File: src/plc_pkg.sv
// Constants and types shared by the programmable lookup-table logic cells
package plc_pkg;

   // ************************************************************
   // Widths and counts
   // ************************************************************
   localparam int PLC_DW = 8;       // Register data width
   localparam int PLC_AW = 4;       // Register address width
   localparam int PLC_NCELL = 2;    // Logic cells
   localparam int PLC_NIN = 4;      // Input slots per cell
   localparam int PLC_SRC_W = 5;    // Source selector width
   localparam int PLC_NSRC = 19;    // Selectable sources
   localparam int PLC_ROW_W = 3;    // Truth-table row index width

   // ************************************************************
   // Register offsets
   // ************************************************************
   localparam logic [3:0] PLC_OFS_CELL_SEL = 4'h0;
   localparam logic [3:0] PLC_OFS_TABLE_SEL = 4'h1;
   localparam logic [3:0] PLC_OFS_INPUT_SEL = 4'h2;
   localparam logic [3:0] PLC_OFS_INPUT_SRC = 4'h3;
   localparam logic [3:0] PLC_OFS_INPUT_QUAL = 4'h4;
   localparam logic [3:0] PLC_OFS_TT_WORD = 4'h5;
   localparam logic [3:0] PLC_OFS_ROW_INDEX = 4'h6;
   localparam logic [3:0] PLC_OFS_ROW_BIT = 4'h7;
   localparam logic [3:0] PLC_OFS_STATUS = 4'h8;

   // ************************************************************
   // Field positions and codes
   // ************************************************************
   localparam int PLC_TABLE_VALUE = 0;  // table_select code, value table
   localparam int PLC_TABLE_ENABLE = 1; // table_select code, enable table
   localparam logic [4:0] PLC_SRC_LAST = 5'h12; // Highest source code

   // Input qualifier codes
   typedef enum logic [2:0] {
      PLC_QUAL_LOW_LEVEL = 3'h0,
      PLC_QUAL_HIGH_LEVEL = 3'h1,
      PLC_QUAL_FALL = 3'h2,
      PLC_QUAL_RISE = 3'h3,
      PLC_QUAL_EITHER_TRANSITION = 3'h4
   } plc_qual_t;

   // ************************************************************
   // Reset values
   // ************************************************************
   localparam logic [4:0] PLC_RST_SRC = 5'h00;
   localparam logic [2:0] PLC_RST_QUAL = 3'h1;
   localparam logic [7:0] PLC_RST_TAB = 8'h00;
   localparam logic [7:0] PLC_RST_RDATA = 8'h00;

endpackage

File: src/plc_cells.sv
// Two programmable lookup-table logic cells with their register port
`timescale 1ns/1ps

module plc_cells
   import plc_pkg::*;
(
   input wire logic core_clk_i,
   input wire logic resetn_i,
   input wire logic [3:0] reg_addr_i,
   input wire logic [7:0] reg_wdata_i,
   input wire logic reg_wr_i,
   input wire logic reg_rd_i,
   output logic [7:0] reg_rdata_o,
   input wire logic [3:0] io_pin_i,
   input wire logic [3:0] soft_bit_i,
   input wire logic cnt_zero_begin_evt_i,
   input wire logic cnt_one_begin_evt_i,
   input wire logic cnt_zero_finish_evt_i,
   input wire logic cnt_one_finish_evt_i,
   input wire logic expose_begin_evt_i,
   input wire logic expose_finish_evt_i,
   input wire logic awaiting_frame_trig_i,
   input wire logic capture_running_i,
   output logic cell_zero_out_o,
   output logic cell_one_out_o
);

   // ************************************************************
   // Functions
   // ************************************************************

   // Qualify one source bit by level or by edge
   function automatic logic qualify(
      input logic [4:0] sel,
      input logic [2:0] qual,
      input logic [PLC_NSRC-1:0] cur,
      input logic [PLC_NSRC-1:0] prev
   );
      logic c;
      logic p;
      c = 1'b0;
      p = 1'b0;
      if (sel <= PLC_SRC_LAST) begin
         c = cur[sel];
         p = prev[sel];
      end
      case (qual)
         PLC_QUAL_LOW_LEVEL: qualify = ~c;
         PLC_QUAL_HIGH_LEVEL: qualify = c;
         PLC_QUAL_FALL: qualify = p & ~c;
         PLC_QUAL_RISE: qualify = c & ~p;
         PLC_QUAL_EITHER_TRANSITION: qualify = c ^ p;
         default: qualify = 1'b0;
      endcase
   endfunction

   // Pick one of a cell's two tables
   function automatic logic [7:0] pick_tab(
      input logic tsel,
      input logic [7:0] vtab,
      input logic [7:0] etab
   );
      pick_tab = tsel ? etab : vtab;
   endfunction

   // ************************************************************
   // State
   // ************************************************************
   logic cell_sel_q;
   logic table_sel_q;
   logic [1:0] in_sel_q;
   logic [2:0] row_q;
   logic [4:0] src_sel_q [PLC_NCELL][PLC_NIN];
   logic [2:0] qual_q [PLC_NCELL][PLC_NIN];
   logic [7:0] vtab_q [PLC_NCELL];
   logic [7:0] etab_q [PLC_NCELL];
   logic [PLC_NCELL-1:0] cell_q;
   logic [PLC_NSRC-1:0] src_q;
   logic [PLC_NSRC-1:0] src_prev_q;
   logic [7:0] rdata_q;

   // ************************************************************
   // Register decode
   // ************************************************************
   logic wr_cell, wr_tsel, wr_isel, wr_src, wr_qual;
   logic wr_word, wr_row, wr_bit;
   logic [7:0] cur_tab_w;
   logic [7:0] new_tab_w;
   logic [7:0] rdata_d;

   // Write strobes per register
   assign wr_cell = reg_wr_i && reg_addr_i == PLC_OFS_CELL_SEL;
   assign wr_tsel = reg_wr_i && reg_addr_i == PLC_OFS_TABLE_SEL;
   assign wr_isel = reg_wr_i && reg_addr_i == PLC_OFS_INPUT_SEL;
   assign wr_src = reg_wr_i && reg_addr_i == PLC_OFS_INPUT_SRC;
   assign wr_qual = reg_wr_i && reg_addr_i == PLC_OFS_INPUT_QUAL;
   assign wr_word = reg_wr_i && reg_addr_i == PLC_OFS_TT_WORD;
   assign wr_row = reg_wr_i && reg_addr_i == PLC_OFS_ROW_INDEX;
   assign wr_bit = reg_wr_i && reg_addr_i == PLC_OFS_ROW_BIT;

   // Table addressed by cell and table selectors
   assign cur_tab_w = pick_tab(table_sel_q, vtab_q[cell_sel_q],
                               etab_q[cell_sel_q]);

   // Whole word replaces, row bit patches a single position
   assign new_tab_w = wr_word ? reg_wdata_i :
      (cur_tab_w & ~(8'h01 << row_q)) |
      ({7'h00, reg_wdata_i[0]} << row_q);

   // Read mux; unmapped offsets answer zero
   always_comb begin
      rdata_d = 8'h00;
      if (!reg_rd_i) begin
         rdata_d = 8'h00;
      end else if (reg_addr_i == PLC_OFS_CELL_SEL) begin
         rdata_d = {7'h00, cell_sel_q};
      end else if (reg_addr_i == PLC_OFS_TABLE_SEL) begin
         rdata_d = {7'h00, table_sel_q};
      end else if (reg_addr_i == PLC_OFS_INPUT_SEL) begin
         rdata_d = {6'h00, in_sel_q};
      end else if (reg_addr_i == PLC_OFS_INPUT_SRC) begin
         rdata_d = {3'h0, src_sel_q[cell_sel_q][in_sel_q]};
      end else if (reg_addr_i == PLC_OFS_INPUT_QUAL) begin
         rdata_d = {5'h00, qual_q[cell_sel_q][in_sel_q]};
      end else if (reg_addr_i == PLC_OFS_TT_WORD) begin
         rdata_d = cur_tab_w;
      end else if (reg_addr_i == PLC_OFS_ROW_INDEX) begin
         rdata_d = {5'h00, row_q};
      end else if (reg_addr_i == PLC_OFS_ROW_BIT) begin
         rdata_d = {7'h00, cur_tab_w[row_q]};
      end else if (reg_addr_i == PLC_OFS_STATUS) begin
         rdata_d = {6'h00, cell_q};
      end
   end

   // ************************************************************
   // Selectors and read data
   // ************************************************************

   // Selectors steer every later configuration access
   always_ff @(posedge core_clk_i or negedge resetn_i) begin
      if (!resetn_i) begin
         cell_sel_q <= 1'b0;
         table_sel_q <= 1'b0;
         in_sel_q <= 2'h0;
         row_q <= 3'h0;
         rdata_q <= PLC_RST_RDATA;
      end else begin
         if (wr_cell) cell_sel_q <= reg_wdata_i[0];
         if (wr_tsel) table_sel_q <= reg_wdata_i[0];
         if (wr_isel) in_sel_q <= reg_wdata_i[1:0];
         if (wr_row) row_q <= reg_wdata_i[2:0];
         rdata_q <= rdata_d;
      end
   end

   // ************************************************************
   // Per-cell configuration
   // ************************************************************

   // One input set per cell serves both tables
   always_ff @(posedge core_clk_i or negedge resetn_i) begin
      if (!resetn_i) begin
         for (int c = 0; c < PLC_NCELL; c++) begin
            vtab_q[c] <= PLC_RST_TAB;
            etab_q[c] <= PLC_RST_TAB;
            for (int i = 0; i < PLC_NIN; i++) begin
               src_sel_q[c][i] <= PLC_RST_SRC;
               qual_q[c][i] <= PLC_RST_QUAL;
            end
         end
      end else begin
         if (wr_src) begin
            src_sel_q[cell_sel_q][in_sel_q] <= reg_wdata_i[4:0];
         end
         if (wr_qual) begin
            qual_q[cell_sel_q][in_sel_q] <= reg_wdata_i[2:0];
         end
         if ((wr_word || wr_bit) && table_sel_q) begin
            etab_q[cell_sel_q] <= new_tab_w;
         end
         if ((wr_word || wr_bit) && !table_sel_q) begin
            vtab_q[cell_sel_q] <= new_tab_w;
         end
      end
   end

   // ************************************************************
   // Source capture
   // ************************************************************
   logic [PLC_NSRC-1:0] src_raw;

   // Bit position equals the source code; code zero is constant zero
   assign src_raw = {capture_running_i, awaiting_frame_trig_i,
                     expose_finish_evt_i, expose_begin_evt_i,
                     cell_q[1], cell_q[0],
                     cnt_one_finish_evt_i, cnt_zero_finish_evt_i,
                     cnt_one_begin_evt_i, cnt_zero_begin_evt_i,
                     soft_bit_i, io_pin_i, 1'b0};

   // Two registered copies give a one-cycle edge pulse
   always_ff @(posedge core_clk_i or negedge resetn_i) begin
      if (!resetn_i) begin
         src_q <= '0;
         src_prev_q <= '0;
      end else begin
         src_q <= src_raw;
         src_prev_q <= src_q;
      end
   end

   // ************************************************************
   // Lookup and output flip-flops
   // ************************************************************
   logic [2:0] row_idx [PLC_NCELL];
   logic [PLC_NCELL-1:0] val_w;
   logic [PLC_NCELL-1:0] en_w;

   // Slot 3 is stored but only slots 0..2 address the tables
   for (genvar c = 0; c < PLC_NCELL; c++) begin : g_cell
      for (genvar i = 0; i < 3; i++) begin : g_in
         assign row_idx[c][i] = qualify(src_sel_q[c][i], qual_q[c][i],
                                        src_q, src_prev_q);
      end
      assign val_w[c] = vtab_q[c][row_idx[c]];
      assign en_w[c] = etab_q[c][row_idx[c]];
   end

   // Enable gates the load, otherwise the output holds
   always_ff @(posedge core_clk_i or negedge resetn_i) begin
      if (!resetn_i) begin
         cell_q <= '0;
      end else begin
         for (int c = 0; c < PLC_NCELL; c++) begin
            if (en_w[c]) cell_q[c] <= val_w[c];
         end
      end
   end

   assign cell_zero_out_o = cell_q[0];
   assign cell_one_out_o = cell_q[1];
   assign reg_rdata_o = rdata_q;
endmodule // plc_cells

File: config.mk
export PLATFORM = sky130hd
export DESIGN_NAME = plc_cells
export DESIGN_NICKNAME = d
export VERILOG_FILES = /design/src/plc_pkg.sv /design/src/plc_cells.sv
export SDC_FILE = /design/constraint.sdc
export NUM_CORES = 1
export LEC_CHECK = 0
export ABC_AREA = 0
export ABC_CLOCK_PERIOD_IN_PS = 9600
export BUFFER_PORTS_ARGS = -buffer_cell sky130_fd_sc_hd__clkbuf_2
export CORE_UTILIZATION = 25
export DETAILED_ROUTE_END_ITERATION = 8
export SLEW_MARGIN = 0
export SYNTH_ARGS = -nofsm -noshare
export SYNTH_HDL_FRONTEND = slang
export SYNTH_SLANG_ARGS = --single-unit
File: constraint.sdc
create_clock -name core_clk_i -period 9.6 [get_ports core_clk_i]
set_input_delay 0 -clock core_clk_i [delete_from_list [all_inputs] [get_ports core_clk_i]]
set_output_delay 0 -clock core_clk_i [all_outputs]
set_load 0.01 [all_outputs]
# [Word level (Yosys, flattened, before mapping)]
# Cells that the tools add are included.
[classes] n_bitwise=35 n_lt_le_gt_ge=19 eq_ne=32 shift=2 n_reduce_logical=21 muxes=96
[op_table] op="$mux 8" n=16
[op_table] op="$mux 20" n=4
[op_table] op="$bmux 1 s5" n=12
[op_table] op="$mux 12" n=4
[op_table] op="$bwmux 40" n=1
[op_table] op="$eq 3x2->1 const B" n=12
[op_table] op="$lt 5x6->1 const B" n=6
[op_table] op="$bwmux 16" n=2
[op_table] op="$le 5x5->1 const B" n=6
[op_table] op="$pmux 1 s5" n=6
[op_table] op="$mux 1" n=29
[op_table] op="$bwmux 24" n=1
[op_table] op="$demux 20 s1" n=1
[op_table] op="$eq 3x1->1 const B" n=6
[op_table] op="$eq 3x3->1 const B" n=6
[op_table] op="$logic_not 3->1" n=6
[op_table] op="$eq 4x3->1 const B" n=4
[op_table] op="$bmux 1 s3" n=5
[op_table] op="$mux 5" n=3
[op_table] op="$and 1x1->1" n=12
[op_table] op="$demux 12 s1" n=1
[op_table] op="$logic_and 1x1->1" n=12
[op_table] op="$lt 3x4->1 const B" n=3
[op_table] op="$mux 3" n=4
[op_table] op="other kinds (25)" n=43
[totals] ff_bits=149 wordCells=234 in_bits=32

# [Depth between registers and ports, before layout]
[logic_depth] ltp_word=16 mapped_depth=20 mapped_depth_nobuf=17

# [Worst setup path after synthesis]
# Ideal clock, no wire load.
[synth_timing] path_type="register to register" startpoint="register src_sel_q[35] in the netlist's numbering" endpoint="register cell_q[0]" n_path_buf=3 slack_ps=5842 period_less_slack_ps=3758 setup_time_ps=79 stages_incl_launch_ff=19 arrival_time_ps=3679 cell_sequence="dfrtp_1 -> buf_6 -> buf_2 -> mux4_2 -> mux4_2 -> o21ai_0 -> inv_1 -> ha_1 -> mux2i_1 -> nor3b_1 -> a21oi_1 -> o31ai_1 -> a31oi_1 -> a222oi_1 -> buf_4 -> mux2i_1 -> a211o_1 -> a221o_1 -> mux2i_1"
[synth_between] elab_chain_len=8 word_cells_on_any_way=17
[synth_lines] element="start, declared" line="plc_cells.sv:73" source="logic [4:0] src_sel_q [PLC_NCELL][PLC_NIN];"
[synth_lines] element="start signal, assigned by index" line="plc_cells.sv:174" source="src_sel_q[cell_sel_q][in_sel_q] <= reg_wdata_i[4:0];"
[synth_lines] element="$bmux 1 s5 (on tied branches)" line="plc_cells.sv:45, plc_cells.sv:44"
[synth_lines] element="$mux 1 (on tied branches)" line="plc_cells.sv:45, plc_cells.sv:44"
[synth_lines] element="$mux 1" line="plc_cells.sv:43" source="if (sel <= PLC_SRC_LAST) begin"
[synth_lines] element="$not 1->1 (on tied branches)" line="plc_cells.sv:51, plc_cells.sv:48, plc_cells.sv:50"
[synth_lines] element="$and 1x1->1 (on tied branches)" line="plc_cells.sv:51, plc_cells.sv:50"
[synth_lines] element="$pmux 1 s5 *" line="plc_cells.sv:47" source="case (qual)"
[synth_lines] element="$bmux 1 s3 (on tied branches)" line="plc_cells.sv:225, plc_cells.sv:226"
[synth_lines] element="$mux 1 (on tied branches)" line="plc_cells.sv:225, plc_cells.sv:226"
[synth_lines] element="end signal, assigned by index" line="plc_cells.sv:235" source="if (en_w[c]) cell_q[c] <= val_w[c];"
[synth_lines] element="end, declared" line="plc_cells.sv:77" source="logic [PLC_NCELL-1:0] cell_q;"
# Every way passes the cells marked *; elsewhere a longest branch is shown, timed or not. The select of a mux whose other input is x is not followed.
# A chain may end at the register's enable or synchronous reset.

# [Worst setup path in the final report]
# Same ends and word-level chain as after synthesis.

==> flow_summary.json <==
{
  "final.setup.worst_slack_ns": 5.29,
  "drv_cap": 0,
  "cpPeakStageDelay_ns": 0.79,
  "drv_slew": 0,
  "root_buffer": "clkbuf_16",
  "drive_above_1_share": 0.309,
  "design.core.area_um2": 36700,
  "worst_setup_path_end_kind": "register",
  "wl_per_cell_um": 20.2,
  "grt_usage": 0.144,
  "synthToLayoutAreaGrowth_pct": 15.0,
  "tritoncts": "built",
  "setup_viol": 0,
  "multi_input_area_um2": 5270,
  "clk_pin_slew_worst_paths_ns": 0.07,
  "fin_crit_ns": 4.31,
  "n_antenna_cell": 0,
  "async_flop_share": 1.00,
  "yosys.area_share.simple": 0.101,
  "worst_slew_pin_slew_ns": 0.895,
  "rsz0062_at_grt": "false",
  "synth_top_area_cell": "dfrtp_1",
  "synth_xor_area_frac": 0.00562,
  "stdcell_area_um2": 10800,
  "drt_iter0_markers": 565,
  "setup-tns-final_ns": 0,
  "dpl_cell_area_um2": 9970,
  "startpoint_type": "register",
  "hold_viol_final": 0,
  "antenna_found_initial": 0,
  "ys_seq_area_frac": 0.400,
  "synth-main-ff-cell": "dfrtp_1",
  "fin_skew_ns": 0.0156,
  "io_pins": 42,
  "slowest_stage": "dfrtp_1",
  "die_area_um2": 38200,
  "syn-cell-area_um2": 9360,
  "seqCellArea_um2": 3740,
  "initial_core_util": 0.255,
  "synth_adder_area_share": 0.0160,
  "ff2ff_setup_slack_ns": 5.29,
  "dieWidth_um": 195,
  "drt-pass1-iter-count": 5,
  "synth_mux_area_frac": 0.342,
  "fillers": 3694,
  "grt_overflow": 0,
  "vdd_drop_max_uv": 110,
  "crit_buf_inv": 1,
  "arrival_ns": 4.68,
  "max_slew_margin": 0.399,
  "synth_top_family_by_area": "multiplexers",
  "die_h_um": 195,
  "hold_class": "in -> reg",
  "synth_compound_area_frac": 0.0978,
  "gp_congestion": 0.883,
  "yosys_warnings": 0,
  "ys_top_cells_by_area": "dfrtp_1 38%, mux2_2 13%, mux4_2 13%",
  "dp_slack_ns": 5.34,
  "cp_cell_sequence": "mux4_2 -> mux4_2 -> o21ai_0 -> ha_1 -> mux2i_1 -> nor3b_1 -> a21oi_1 -> o31ai_1 -> a31oi_1 -> a222oi_1 -> buf_4 -> mux2i_1 -> a211o_1 -> a221o_1 -> mux2i_1",
  "grt_max_degree": 85,
  "grt_pass1_vias": 6969,
  "clkLatencyLatePin_ns": 0.44,
  "routed_via_density": 5.31,
  "syn_inst": 808,
  "fin_crit_sh": 0.449,
  "leakagePower_nw": 4.46,
  "cts_made_buffers": 17,
  "outcome": "completed",
  "vias": 7019,
  "grt_pass1_wl_um": 41900,
  "avgSynthCellArea_um2": 11.6,
  "nets": 885,
  "ys_ff_latch": 149,
  "post_cts_buffers": 0,
  "rows": 70,
  "syn-num-nets": 852,
  "dpl.hpwl_um": 18500,
  "post_synth_num_cell_types": 72,
  "critPathTopFamily": "compound AO/OA/AOI/OAI gates",
  "max_freq_mhz": 232,
  "wl_um": 26700,
  "postLayoutCoreUtil": 0.293,
  "port-buffer-count": 41,
  "crit_required_ns": 9.97,
  "synth_edf_count": 0,
  "drc": 0,
  "cts.path.max_buffers": 2,
  "yosysMostFrequentCell": "dfrtp_1",
  "path_max_fanout": 17,
  "htreeDepth": 4,
  "whs_ns": 0.0409,
  "clock-sinks": 149,
  "antenna_left": 0,
  "crit_type": "reg -> reg",
  "ys_top_cells_by_count": "141 x dfrtp_1, 110 x mux2_2, 72 x mux2i_1",
  "crit_path_frequent_cell": "mux2i_1",
  "synth_top_area_frac": 0.377,
  "power_density_nw_per_um2": 213
}
==> cell families (layout without fill, tap and decap cells) <==
kind of cell               after synthesis  count (layout)
muxes                                  238             238
adders and majority gates               12              12
xor gates and xnor gates                 6               6
DFF                                    149             149
AOI/OAI and AO/OA                      135             135
and+or+nand+nor                        187             187
buffers and inverters                   81             127
==> registers in the layout, indices dropped and copies added, names as in the netlist <==
| register | cells |
|---|---|
| cell_q | 2 |
| table_sel_q | 1 |
| qual_q | 24 |
| row_q | 3 |
| src_q | 18 |
| reg_rdata_o | 8 |
| in_sel_q | 2 |
| src_sel_q | 40 |
| vtab_q | 16 |
| src_prev_q | 18 |
| cell_sel_q | 1 |
| etab_q | 16 |
==> power breakdown <==
group / switching [W] / internal, W / leakage (nW) / total, W
combinational: 0.000352 / 0.000369 / 2.24 / 0.000721
clock: 0.000280 / 0.000400 / 0.295 / 0.000679
sequential: 0.000177 / 0.000711 / 1.92 / 0.000887
==> stage by stage <==
stage               power, W  instances
floorplan            0.00141        808
global placement     0.00159       1271
detailed placement   0.00160       1271
CTS                  0.00229       1322
global route         0.00241       1322
finish               0.00229       1322
==> tightest hold or removal path: stages <==
cell,delay [ns]
clkbuf_2,0.18
nand3_1,0.11
mux2_2,0.14
==> routing by layer <==
metal / part of all wire / track usage
met4: 0.042 / 0.0749
met5: 0 / 0
met1: 0.41 / 0.185
met3: 0.059 / 0.0271
met2: 0.48 / 0.232
==> repair_timing <==
| item | CTS | global route |
|---|---|---|
| hold buffers | 19 | 0 |
| endpoints found under the hold margin | 101 | 0 |
| resized for setup | 0 | 0 |
==> layout by cell type (no fill, tap or decap), types with 3 or more instances in the layout <==
master and n:
inv_1 26, a31oi_1 5, o22a_1 3, a211oi_1 7
a211oi_2 3, nand3_1 9, o21ai_0 30, nand2_1 46
o31ai_1 4, nor3_1 18, nor2b_1 12, dfstp_2 8
clkbuf_16 17, o22ai_1 4, nor2_1 52, a21oi_1 44
nand3b_1 7, and3_1 5, clkbuf_2 40, buf_4 9
inv_6 5, dfrtp_1 140, nand2b_1 8, nor4b_1 6
mux2_2 110, nor3b_1 13, nor4_1 3, dlygate4sd3_1 19
clkinv_2 3, ha_1 12, mux4_2 53, mux2i_1 72
xor2_1 5
==> final timing paths <==
kind / from / end / depth (start not counted)
max: src_sel_q[35] / cell_q[0] / 15
min: reg_wr_i / cell_sel_q / 3
max reg2reg: src_sel_q[35] / cell_q[0] / 15
min reg2reg: cell_q[1] / src_q[14] / 0
max in group asynchronous: resetn_i / src_q[9] / 3
min in group asynchronous: resetn_i / qual_q[1] / 2
==> cell type report <==
cell class,count,area share
clock inverters,13,0.0134
clock buffers,19,0.0421
well taps,468,0.0544
multi-input cells,578,0.490
flip-flops and latches,149,0.348
inverters,26,0.00907
repair buffers,69,0.0436
(Power assumes the default switching activity.)
